File: src/hw/rx_regs_pkg.sv
// shared constants and carrier types for the receiver status register bank
package rx_regs_pkg;

  // ==========================================================================
  // register indices (byte address is four times the index)
  localparam logic [5:0] IDX_IRQ2_STATUS     = 6'h07;
  localparam logic [5:0] IDX_IRQ2_MASK       = 6'h0c;
  localparam logic [5:0] IDX_TRIG_MODE_HIGH  = 6'h0d;
  localparam logic [5:0] IDX_TRIG_MODE_LOW   = 6'h0e;
  localparam logic [5:0] IDX_CS_SUMMARY      = 6'h0f;
  localparam logic [5:0] IDX_RX_ERROR        = 6'h10;
  localparam logic [5:0] IDX_RX_ERROR_MASK   = 6'h11;

  // ==========================================================================
  // field layout
  localparam int          IRQ2_SRC_W         = 6;
  localparam int          RX_ERR_W           = 7;
  localparam int          ERR_BIT_SUBCODE    = 6;
  localparam int          ERR_BIT_CHANSTAT   = 5;
  localparam int          ERR_BIT_BIPHASE    = 1;
  localparam logic [3:0]  AUX_LEN_MAX        = 4'h8;

  // ==========================================================================
  // trigger codes, upper mode bit first
  localparam logic [1:0]  TRIG_ARRIVE        = 2'h0;
  localparam logic [1:0]  TRIG_DEPART        = 2'h1;
  localparam logic [1:0]  TRIG_LEVEL         = 2'h2;

  // ==========================================================================
  // reset values
  localparam logic [7:0]  MODE_RESET         = 8'h00;
  localparam logic [7:0]  MASK_RESET         = 8'h00;
  localparam logic [7:0]  CS_SUMMARY_RESET   = 8'h00;

  // receiver error conditions, bit 6 down to bit 0
  typedef struct packed {
    logic subcode_crc_error;
    logic chanstat_crc_error;
    logic pll_unlock;
    logic validity;
    logic confidence;
    logic biphase_error;
    logic parity_error;
  } rx_err_s;

  // channel-status summary fields, bit 7 down to bit 0
  typedef struct packed {
    logic [3:0] aux_len;
    logic       professional_format;
    logic       non_audio;
    logic       copyright_free;
    logic       generation_indicator;
  } cs_summary_s;

endpackage : rx_regs_pkg

File: src/hw/irq2_trigger_unit.sv
// per-source trigger detection and sticky status for the second interrupt bank
`timescale 1ns/1ps
`default_nettype none

module irq2_trigger_unit #(
  parameter int N = 6
) (
  // clocking
  input  wire logic         core_clk,
  input  wire logic         rst_n,
  input  wire logic         ce,
  // configuration
  input  wire logic [N-1:0] mode_high,
  input  wire logic [N-1:0] mode_low,
  input  wire logic [N-1:0] mask,
  // source conditions and read strobe
  input  wire logic [N-1:0] src,
  input  wire logic         rd_clear,
  // results
  output logic      [N-1:0] hit,
  output logic      [N-1:0] keep,
  output logic      [N-1:0] status_q
);

  logic [N-1:0] src_prev_q;

  // previous source level, for edge detection
  always_ff @(posedge core_clk) begin
    if (!rst_n) begin
      src_prev_q <= '0;
    end else if (ce) begin
      src_prev_q <= src;
    end
  end

  localparam logic [1:0] TRIG_ARRIVE_C = rx_regs_pkg::TRIG_ARRIVE;
  localparam logic [1:0] TRIG_DEPART_C = rx_regs_pkg::TRIG_DEPART;
  localparam logic [1:0] TRIG_LEVEL_C  = rx_regs_pkg::TRIG_LEVEL;

  // code from upper and lower mode bits picks the event type per source
  for (genvar i = 0; i < N; i++) begin : g_src
    logic [1:0] code;
    logic       fire;
    assign code = {mode_high[i], mode_low[i]};
    always_comb begin
      unique case (code)
        TRIG_ARRIVE_C: fire = mask[i] & src[i] & ~src_prev_q[i];
        TRIG_DEPART_C: fire = mask[i] & ~src[i] & src_prev_q[i];
        TRIG_LEVEL_C:  fire = mask[i] & src[i];
        default:       fire = 1'b0;  // reserved code never fires
      endcase
    end
    assign hit[i]  = fire;
    assign keep[i] = (code == TRIG_LEVEL_C) & mask[i] & src[i];
  end

  // sticky status; a new hit wins over the read clear
  always_ff @(posedge core_clk) begin
    if (!rst_n) begin
      status_q <= '0;
    end else if (ce) begin
      status_q <= (rd_clear ? keep : status_q) | hit;
    end
  end

endmodule : irq2_trigger_unit

`default_nettype wire

File: src/hw/rx_error_and_irq_mode_regs.sv
// receiver error, channel-status summary and interrupt trigger-mode registers
//
// Notes on behaviour
// - mode registers at 0Dh/0Eh; bits 5..0 per source, bits 7..6 read zero.
// - trigger code is upper-register bit over matching lower-register bit.
// - code 00 arrival, 01 removal, 10 level; 11 reserved, never programmed.
// - both mode registers reset to zero, arrival-edge mode.
// - error register at 10h read-only, bit 7 zero, bits 6..0 error flags.
// - subcode CRC flag bit 6, refreshed only at subcode block ends.
// - channel-status CRC flag bit 5, refreshed only at channel-status block ends.
// - channel-status CRC evaluated only in professional format.
// - biphase flag bit 1, refreshed on each sub-frame boundary.
// - reading second-bank status clears it, except live level-mode sources.
// - an error sets its flag only when its mask bit is one.
//
// Decided for this implementation: the APB interface to the registers.
`timescale 1ns/1ps
`default_nettype none

module rx_error_and_irq_mode_regs (
  // clocking
  input  wire logic                       core_clk,
  input  wire logic                       rst_n,
  input  wire logic                       ce,
  // apb slave
  input  wire logic                       psel,
  input  wire logic                       penable,
  input  wire logic                       pwrite,
  input  wire logic [7:0]                 paddr,
  input  wire logic [31:0]                pwdata,
  output logic      [31:0]                prdata,
  output logic                            pready,
  output logic                            pslverr,
  // receiver conditions, same clock
  input  wire rx_regs_pkg::rx_err_s       err_cond,
  input  wire logic                       subcode_blk_end,
  input  wire logic                       cs_blk_end,
  input  wire logic                       subframe_end,
  input  wire rx_regs_pkg::cs_summary_s   cs_in,
  // second-bank interrupt sources, bit 5 down to 0
  input  wire logic [5:0]                 irq2_src,
  // interrupt and error summary pins
  output logic                            irq_active,
  output logic                            receiver_error_summary
);

  // ==========================================================================
  // register state
  logic [5:0]                 mode_high_q;
  logic [5:0]                 mode_low_q;
  logic [5:0]                 irq2_mask_q;
  logic [6:0]                 err_mask_q;
  rx_regs_pkg::rx_err_s       err_q;
  rx_regs_pkg::cs_summary_s   cs_sum_q;
  logic [31:0]                prdata_q;
  logic                       pready_q;
  logic                       pslverr_q;
  logic                       irq_q;
  logic                       rx_sum_q;

  // ==========================================================================
  // address decode
  function automatic logic hit_idx(input logic [7:0] a, input logic [5:0] idx);
    hit_idx = (a[1:0] == 2'h0) && (a[7:2] == idx);
  endfunction : hit_idx

  function automatic logic mapped(input logic [7:0] a);
    mapped = hit_idx(a, rx_regs_pkg::IDX_IRQ2_STATUS)
           | hit_idx(a, rx_regs_pkg::IDX_IRQ2_MASK)
           | hit_idx(a, rx_regs_pkg::IDX_TRIG_MODE_HIGH)
           | hit_idx(a, rx_regs_pkg::IDX_TRIG_MODE_LOW)
           | hit_idx(a, rx_regs_pkg::IDX_CS_SUMMARY)
           | hit_idx(a, rx_regs_pkg::IDX_RX_ERROR)
           | hit_idx(a, rx_regs_pkg::IDX_RX_ERROR_MASK);
  endfunction : mapped

  logic setup;
  logic done;
  logic wr;
  logic rd_err;
  logic rd_st;

  // transfer completes on the access edge where pready is already high
  assign setup  = psel & ~penable;
  assign done   = psel & penable & pready_q;
  assign wr     = done & pwrite & ~pslverr_q;
  assign rd_err = done & ~pwrite & hit_idx(paddr, rx_regs_pkg::IDX_RX_ERROR);
  assign rd_st  = done & ~pwrite & hit_idx(paddr, rx_regs_pkg::IDX_IRQ2_STATUS);

  // ==========================================================================
  // second-bank trigger unit
  logic [5:0] irq2_hit;
  logic [5:0] irq2_keep;
  logic [5:0] irq2_status;

  irq2_trigger_unit #(
    .N          (rx_regs_pkg::IRQ2_SRC_W)
  ) u_trig (
    .core_clk   (core_clk),
    .rst_n      (rst_n),
    .ce         (ce),
    .mode_high  (mode_high_q),
    .mode_low   (mode_low_q),
    .mask       (irq2_mask_q),
    .src        (irq2_src),
    .rd_clear   (rd_st),
    .hit        (irq2_hit),
    .keep       (irq2_keep),
    .status_q   (irq2_status)
  );

  // ==========================================================================
  // writable configuration; reserved upper bits are not stored
  always_ff @(posedge core_clk) begin
    if (!rst_n) begin
      mode_high_q <= rx_regs_pkg::MODE_RESET[5:0];
      mode_low_q  <= rx_regs_pkg::MODE_RESET[5:0];
      irq2_mask_q <= rx_regs_pkg::MASK_RESET[5:0];
      err_mask_q  <= rx_regs_pkg::MASK_RESET[6:0];
    end else if (ce && wr) begin
      if (hit_idx(paddr, rx_regs_pkg::IDX_TRIG_MODE_HIGH)) begin
        mode_high_q <= pwdata[5:0];
      end
      if (hit_idx(paddr, rx_regs_pkg::IDX_TRIG_MODE_LOW)) begin
        mode_low_q <= pwdata[5:0];
      end
      if (hit_idx(paddr, rx_regs_pkg::IDX_IRQ2_MASK)) begin
        irq2_mask_q <= pwdata[5:0];
      end
      if (hit_idx(paddr, rx_regs_pkg::IDX_RX_ERROR_MASK)) begin
        err_mask_q <= pwdata[6:0];
      end
    end
  end

  // ==========================================================================
  // receiver error flags
  logic [6:0] err_bnd;
  logic [6:0] err_live;
  logic [6:0] err_set;
  logic [6:0] err_keep;

  // each flag refreshes only at its own boundary
  assign err_bnd = {subcode_blk_end,
                    cs_blk_end,
                    cs_blk_end,
                    subframe_end,
                    subframe_end,
                    subframe_end,
                    subframe_end};

  // crc of channel status means nothing in consumer streams
  always_comb begin
    err_live = err_cond & err_mask_q;
    err_live[rx_regs_pkg::ERR_BIT_CHANSTAT] =
      err_cond.chanstat_crc_error & err_mask_q[rx_regs_pkg::ERR_BIT_CHANSTAT]
      & cs_in.professional_format;
  end

  assign err_set  = err_live & err_bnd;
  // a read only keeps flags already set; it must never raise a new one
  assign err_keep = err_q & err_live;

  // sticky until read; an error landing on the read edge still sets
  always_ff @(posedge core_clk) begin
    if (!rst_n) begin
      err_q <= '0;
    end else if (ce) begin
      err_q <= (rd_err ? err_keep : err_q) | err_set;
    end
  end

  // ==========================================================================
  // channel-status summary, caught at each block end
  always_ff @(posedge core_clk) begin
    if (!rst_n) begin
      cs_sum_q <= rx_regs_pkg::CS_SUMMARY_RESET;
    end else if (ce && cs_blk_end) begin
      cs_sum_q         <= cs_in;
      if (cs_in.aux_len > rx_regs_pkg::AUX_LEN_MAX) begin
        cs_sum_q.aux_len <= rx_regs_pkg::AUX_LEN_MAX;  // clamp undefined lengths
      end
    end
  end

  // ==========================================================================
  // read mux, evaluated in the setup cycle so prdata comes from a flop
  logic [31:0] rd_mux;

  always_comb begin
    rd_mux = 32'h0000_0000;
    if (hit_idx(paddr, rx_regs_pkg::IDX_TRIG_MODE_HIGH)) begin
      rd_mux[5:0] = mode_high_q;
    end
    if (hit_idx(paddr, rx_regs_pkg::IDX_TRIG_MODE_LOW)) begin
      rd_mux[5:0] = mode_low_q;
    end
    if (hit_idx(paddr, rx_regs_pkg::IDX_IRQ2_MASK)) begin
      rd_mux[5:0] = irq2_mask_q;
    end
    if (hit_idx(paddr, rx_regs_pkg::IDX_IRQ2_STATUS)) begin
      rd_mux[5:0] = irq2_status;
    end
    if (hit_idx(paddr, rx_regs_pkg::IDX_RX_ERROR)) begin
      rd_mux[6:0] = err_q;
    end
    if (hit_idx(paddr, rx_regs_pkg::IDX_RX_ERROR_MASK)) begin
      rd_mux[6:0] = err_mask_q;
    end
    if (hit_idx(paddr, rx_regs_pkg::IDX_CS_SUMMARY)) begin
      rd_mux[7:0] = cs_sum_q;
    end
  end

  // one wait-free access phase: answer raised in setup, dropped after done
  always_ff @(posedge core_clk) begin
    if (!rst_n) begin
      prdata_q  <= 32'h0000_0000;
      pready_q  <= 1'b0;
      pslverr_q <= 1'b0;
    end else if (ce) begin
      if (setup) begin
        prdata_q  <= pwrite ? 32'h0000_0000 : rd_mux;
        pready_q  <= 1'b1;
        // the error register refuses writes, like unmapped space
        pslverr_q <= ~mapped(paddr)
                   | (pwrite & hit_idx(paddr, rx_regs_pkg::IDX_RX_ERROR))
                   | (pwrite & hit_idx(paddr, rx_regs_pkg::IDX_CS_SUMMARY))
                   | (pwrite & hit_idx(paddr, rx_regs_pkg::IDX_IRQ2_STATUS));
      end else if (done) begin
        pready_q  <= 1'b0;
        pslverr_q <= 1'b0;
      end
    end
  end

  // ==========================================================================
  // registered pin outputs
  always_ff @(posedge core_clk) begin
    if (!rst_n) begin
      irq_q    <= 1'b0;
      rx_sum_q <= 1'b0;
    end else if (ce) begin
      irq_q    <= |irq2_status;
      rx_sum_q <= |err_q;
    end
  end

  assign prdata                 = prdata_q;
  assign pready                 = pready_q;
  assign pslverr                = pslverr_q;
  assign irq_active             = irq_q;
  assign receiver_error_summary = rx_sum_q;
endmodule : rx_error_and_irq_mode_regs

`default_nettype wire

File: config.mk
export PLATFORM = sky130hd
export DESIGN_NAME = rx_error_and_irq_mode_regs
export DESIGN_NICKNAME = d
export VERILOG_FILES = /design/src/hw/rx_regs_pkg.sv /design/src/hw/irq2_trigger_unit.sv /design/src/hw/rx_error_and_irq_mode_regs.sv
export SDC_FILE = /design/constraint.sdc
export NUM_CORES = 1
export LEC_CHECK = 0
export ABC_CLOCK_PERIOD_IN_PS = 5250
export BUFFER_PORTS_ARGS = -buffer_cell sky130_fd_sc_hd__buf_2
export CAP_MARGIN = 25
export CORE_MARGIN = 10
export CORE_UTILIZATION = 50
export CTS_BUF_LIST = sky130_fd_sc_hd__clkbuf_8
export DETAILED_ROUTE_END_ITERATION = 10
export PLACE_DENSITY_LB_ADDON = 0.08
export SLEW_MARGIN = 20
export SYNTH_ARGS = -nofsm -noshare
export SYNTH_HDL_FRONTEND = slang
export SYNTH_SLANG_ARGS = --single-unit
export TNS_END_PERCENT = 100
File: constraint.sdc
create_clock -name core_clk -period 5.25 [get_ports core_clk]
set_clock_uncertainty 0.1 [all_clocks]
set_input_delay 1.575 -clock core_clk [delete_from_list [all_inputs] [get_ports core_clk]]
set_output_delay 1.575 -clock core_clk [all_outputs]
set_load 0.05 [all_outputs]
; ---- Yosys cells after proc, flatten, opt, wreduce, memory -nomap -nowiden
; Cells that the tools add are included.
[totals]
inputBits = 70
word_cells = 167
ff_bits = 88
output_inout_bits = 36
[classes]
mux = 20
reduce_logical = 25
bitwise = 79
n_eq_ne = 19
n_lt_le_gt_ge = 1
[ops]
columns = op, count
row1 = $and 1x1->1, 49
row2 = $mux 6, 5
row3 = $eq 6x4->1 const B, 4
row4 = $and 7x7->7, 3
row5 = $mux 7, 3
row6 = $pmux 1 s3, 6
row7 = $mux 8, 2
row8 = $not 1->1, 16
row9 = $logic_not 2->1, 7
row10 = $eq 2x1->1 const B, 6
row11 = $eq 2x2->1 const B, 6
row12 = $eq 6x5->1 const B, 2
row13 = $reduce_and 2->1, 6
row14 = $logic_and 1x1->1, 9
row15 = $or 1x1->1, 9
row16 = $or 7x7->7, 1
row17 = $reduce_or 7->1, 1
row18 = $eq 6x3->1 const B, 1
row19 = $or 6x6->6, 1
row20 = $reduce_or 6->1, 1
row21 = $gt 4x4->1 const B, 1
row22 = $mux 4, 1
row23 = $mux 1, 3
row24 = $reduce_bool 2->1, 1

; ---- Depth between registers and ports, before layout
[logic_depth]
ltp_word = 13
ltp_mapped = 6
ltp_nobuf = 4

; ---- By module
; A second synthesis with hierarchy kept.
[hier_totals]
cells_unflattened = 433
area_unflattened_um2 = 3696.0
[by_module_without_submodules]
columns = mod, cells_each, seq_area_each_um2, instances, area_each_um2
row1 = rx_error_and_irq_mode_regs, 350, 1041.0, 1, 2825.2
row2 = irq2_trigger_unit, 83, 240.2, 1, 870.8

; ---- Worst setup path before layout
; Ideal clock, no wire load.
[synth_timing]
path_kind = in2reg
start = input paddr[0]
end = register prdata_q[7], in the netlist prdata[7]
path_stages = 5
arrival_ns = 2.723
setup_time_ns = 0.067
path_slack_ns = 2.360
t_required_ns = 5.083
path_buffers = 1
path_cell_list = buf_6 > and4bb_2 > nand2_4 > or4b_4 > a21oi_2
[synth_between]
elab_chain_cells = 4
[synth_rtl]
columns = item, line
row1 = start: declaration, rx_error_and_irq_mode_regs.sv:29  ; input wire logic [7:0] paddr,
row2 = $logic_not 2->1, rx_error_and_irq_mode_regs.sv:64  ; hit_idx = (a[1:0] == 2'h0) && (a[7:2] == idx);
row3 = $logic_and 1x1->1, rx_error_and_irq_mode_regs.sv:64
row4 = $mux 8, rx_error_and_irq_mode_regs.sv:210  ; if (hit_idx(paddr, rx_regs_pkg::IDX_CS_SUMMARY)) begin
row5 = $mux 8, rx_error_and_irq_mode_regs.sv:223  ; prdata_q <= pwrite ? 32'h0000_0000 : rd_mux;
row6 = end signal: assignment, rx_error_and_irq_mode_regs.sv:223
row7 = end: declaration, rx_error_and_irq_mode_regs.sv:55  ; logic [31:0] prdata_q;
; No other way between the ends.
; A chain may end at the register's enable or synchronous reset.

; ---- Worst setup path in the final report
[layout_timing]
start = input paddr[3]
end = register mode_high_q[4]
[layout_between]
elab_chain_cells = 3
[layout_rtl]
columns = item, line
row1 = $eq 6x4->1, rx_error_and_irq_mode_regs.sv:64
row2 = $logic_and 1x1->1, rx_error_and_irq_mode_regs.sv:64
row3 = $reduce_and 2->1 (no line), --
row4 = end signal: assignment, rx_error_and_irq_mode_regs.sv:116  ; mode_high_q <= rx_regs_pkg::MODE_RESET[5:0];
row5 = end signal: assignment, rx_error_and_irq_mode_regs.sv:122  ; mode_high_q <= pwdata[5:0];
row6 = end: declaration, rx_error_and_irq_mode_regs.sv:49  ; logic [5:0] mode_high_q;
; No other way between the ends.

==> run_results.csv <==
group,metric,value,unit
sta,rsz0062_at_grt,"false",
pwr,p_leak,1.39,nW
pwr,powerDensity,301,nW/µm²
finish,fillers,662,
synth,synth_edf_count,0,
setup_path,cp-endpoint,"mode_high_q[4]$_SDFFE_PN0P_",
finish,drive_above_1_share,17.7,%
finish,fin_area,3830,µm²
clock_network,cts_setup_buffers,0,
clock_network,root_buffer,"clkbuf_8",
setup_path,r2r_start,"pready$_SDFFE_PN0P_",
setup_path,r2r_cells,4,
status,outcome,"completed",
synth,synth-seq-area-share,37.4,%
place,portBuffers,56,
clock_network,cts_sinks,64,
die,core-area,6720,µm²
setup_path,cp-end-kind,"flip-flop",
synth,ys_ff_latch,64,
clock_network,cts_tree,"yes",
clock_network,insertion_delay,0.35,ns
global_route,overflow,0,
synth,syn_avg_cell_area,8.01,µm²
place,place_area,3580,µm²
routing,wl,10.1,mm
synth,synth.top_cell.area_share,37.4,%
pwr,finalPower,1.15,mW
die,start_util,50.9,%
synth,synthFlopType,"dfxtp_1",
die,die_area,10600,µm²
place,place_congestion,0.811,
finish,nNetsFinal,535,
clock_network,ctsHoldBuffers,0,
setup_path,path_max_fanout,25,
global_route,grt_pass1_vias,3040,
worst_hold_path,hp-class,"flip-flop to flip-flop",
sta,setup_tns,0,ns
routing,drt-initial-drc-count,225,
global_route,grt_util_all_layers,19.0,%
finish,num_antenna_cells,0,
die,ioPinCount,106,
clock_network,cts_buffers,9,
die,die_x,103,µm
routing,drc,0,
clock_network,clk_pin_slew_worst_paths,0.08,ns
synth,post-synth-top-area-cell,"dfxtp_1",
sta,finalCritPeriodShare,62.8,%
clock_network,clk_path_buf_depth,2,
pwr,max-vdd-ir-drop,0.198,mV
routing,ant_nets,0,
job,cap_violations,0,
sta,setup_violations,0,
setup_path,cp_data_arrival_time,3.41,ns
setup_path,cp-start-kind,"primary input",
synth,yosysUniqueCellTypes,48,
sta,max_freq,0.303,GHz
sta,fin_crit,3.30,ns
global_route,grt_start_max_net_pins,56,
synth,async_flop_share,0,%
setup_path,crit_start,"paddr[3]",
setup_path,setup.worst_path.class,"primary input to flip-flop",
global_route,grt_antenna_before_repair,0,
synth,syn_area,3420,µm²
global_route,grt_pass1_wl,15.8,mm
routing,first_pass_iters,5,
finish,syn2layout_area_growth,11.9,%
clock_network,htreeDepth,3,
routing,wl_per_cell,18.5,µm
setup_path,reg2reg_to,"mode_high_q[4]$_SDFFE_PN0P_",
synth,yosysWarnings,0,
clock_network,cts_resized,0,
setup_path,r2r_slack,3.49,ns
sta,worst_pin_slew,0.825,ns
sta,slew_violations,0,
place,dp_hpwl,7.45,mm
routing,routed_via_density,5.95,
sta,final_hold_viol_count,0,
routing,vias,3274,
synth,ys_top_cells_by_area,"dfxtp_1 37%, a21oi_1 6.9%, buf_4 5.7%",
synth,synth_cells,427,
die,row_count,30,
die,die_y,103,µm
sta,max_slew_margin,44.7,%
setup_path,cp.required,5.37,ns
layer usage:
metal,vias to the layer above,GRT usage (%),wire length [µm]
met5,-,0,0
met4,0,7.38,164
met3,15,4.09,728
met2,121,28.0,4510
met1,1535,26.4,4750
li1,1603,-,-
worst min path at each step:
| stage | startpoint | to | slack, ns | cells past startpoint |
|---|---|---|---|---|
| floorplan | cs_sum_q[7]$_SDFFE_PN0P_ | cs_sum_q[7]$_SDFFE_PN0P_ | 0.33 | 2 |
| detailed placement | prdata[6]$_SDFFE_PN0P_ | prdata[6]$_SDFFE_PN0P_ | 0.34 | 2 |
| finish | prdata[6]$_SDFFE_PN0P_ | prdata[6]$_SDFFE_PN0P_ | 0.35 | 2 |
| global placement | cs_sum_q[7]$_SDFFE_PN0P_ | cs_sum_q[7]$_SDFFE_PN0P_ | 0.34 | 2 |
| CTS | prdata[6]$_SDFFE_PN0P_ | prdata[6]$_SDFFE_PN0P_ | 0.35 | 2 |
| global route | prdata[7]$_SDFFE_PN0P_ | prdata[7]$_SDFFE_PN0P_ | 0.38 | 2 |
worst max-delay path, stage by stage:
cell	delay [ns]
buf_2	0.23
nor3_2	0.67
nand4_1	0.51
o21ai_0	0.32
a21oi_1	0.09
report_power, final:
part | switching, mW | total (mW) | internal, mW
logic | 0.0985 | 0.128 | 0.0298
clock network | 0.211 | 0.527 | 0.316
registers | 0.00493 | 0.497 | 0.492
total | 0.314 | 1.15 | 0.838
area by class of cell:
class / count / area [µm²] / share of cell area (%)
inverter: 14 / 52.6 / 1.37
multi-input combinational: 318 / 1860 / 48.5
timing repair buffer: 58 / 295 / 7.71
sequential: 64 / 1280 / 33.5
tap: 80 / 100 / 2.61
clock inverter: 7 / 120 / 3.14
clock buffer: 9 / 124 / 3.24
synthesized netlist by cell type, drive strengths merged (7+ instances only):
library cell   n
nand2         37
inv           14
clkbuf        17
o21ai         30
nor2          14
o211ai        15
and4           7
buf           37
nor4           9
nor2b         14
a21oi         48
dfxtp         64
nand3         35
nand4         14
state kept, by name (all words and copies together) (netlist names):
name	flops
irq2_mask_q	6
u_trig.status_q	6
err_q	7
err_mask_q	7
receiver_error_summary	1
irq_active	1
u_trig.src_prev_q	6
pslverr	1
mode_high_q	6
mode_low_q	6
prdata	8
pready	1
cs_sum_q	8
placed cells by master, fill, tap and decap left out, drive strengths merged, types with 2 or more instances in the layout:
cell / count
o221ai: 6
buf: 58
nand4: 14
mux2i: 6
o21ai: 30
a211oi: 5
o211ai: 15
nor4b: 2
a21oi: 48
a21o: 6
and3: 4
conb: 24
and4: 7
and2: 4
and4bb: 2
nor4: 9
clkbuf: 9
a221oi: 6
nor3: 5
nor2b: 14
inv: 14
nand3: 35
nor2: 14
o32ai: 6
nand3b: 4
a31oi: 2
nand2b: 3
nand2: 37
bufinv: 3
dfxtp: 64
clkinv: 3
metrics by stage:
stage               utilization [%]  hold WS [ns]  cells  worst slack, ns
floorplan                         -         0.332    450             2.36
global placement               53.4         0.340    534             1.65
detailed placement             53.4         0.344    534             1.62
CTS                            57.0         0.355    550             1.99
global route                   57.0         0.383    550             1.68
finish                         57.0         0.351    550             1.95
cell families after synthesis:
| logic type | count (synthesis) | synth area share, % |
|---|---|---|
| AOI/OAI and AO/OA | 130 | 23.8 |
| muxes | 7 | 2.08 |
| DFF | 64 | 37.4 |
| buffers and inverters | 68 | 10.9 |
| and+or+nand+nor | 157 | 25.7 |
| other | 1 | 0.110 |
No activity file was read; power rests on OpenSTA's default activity.
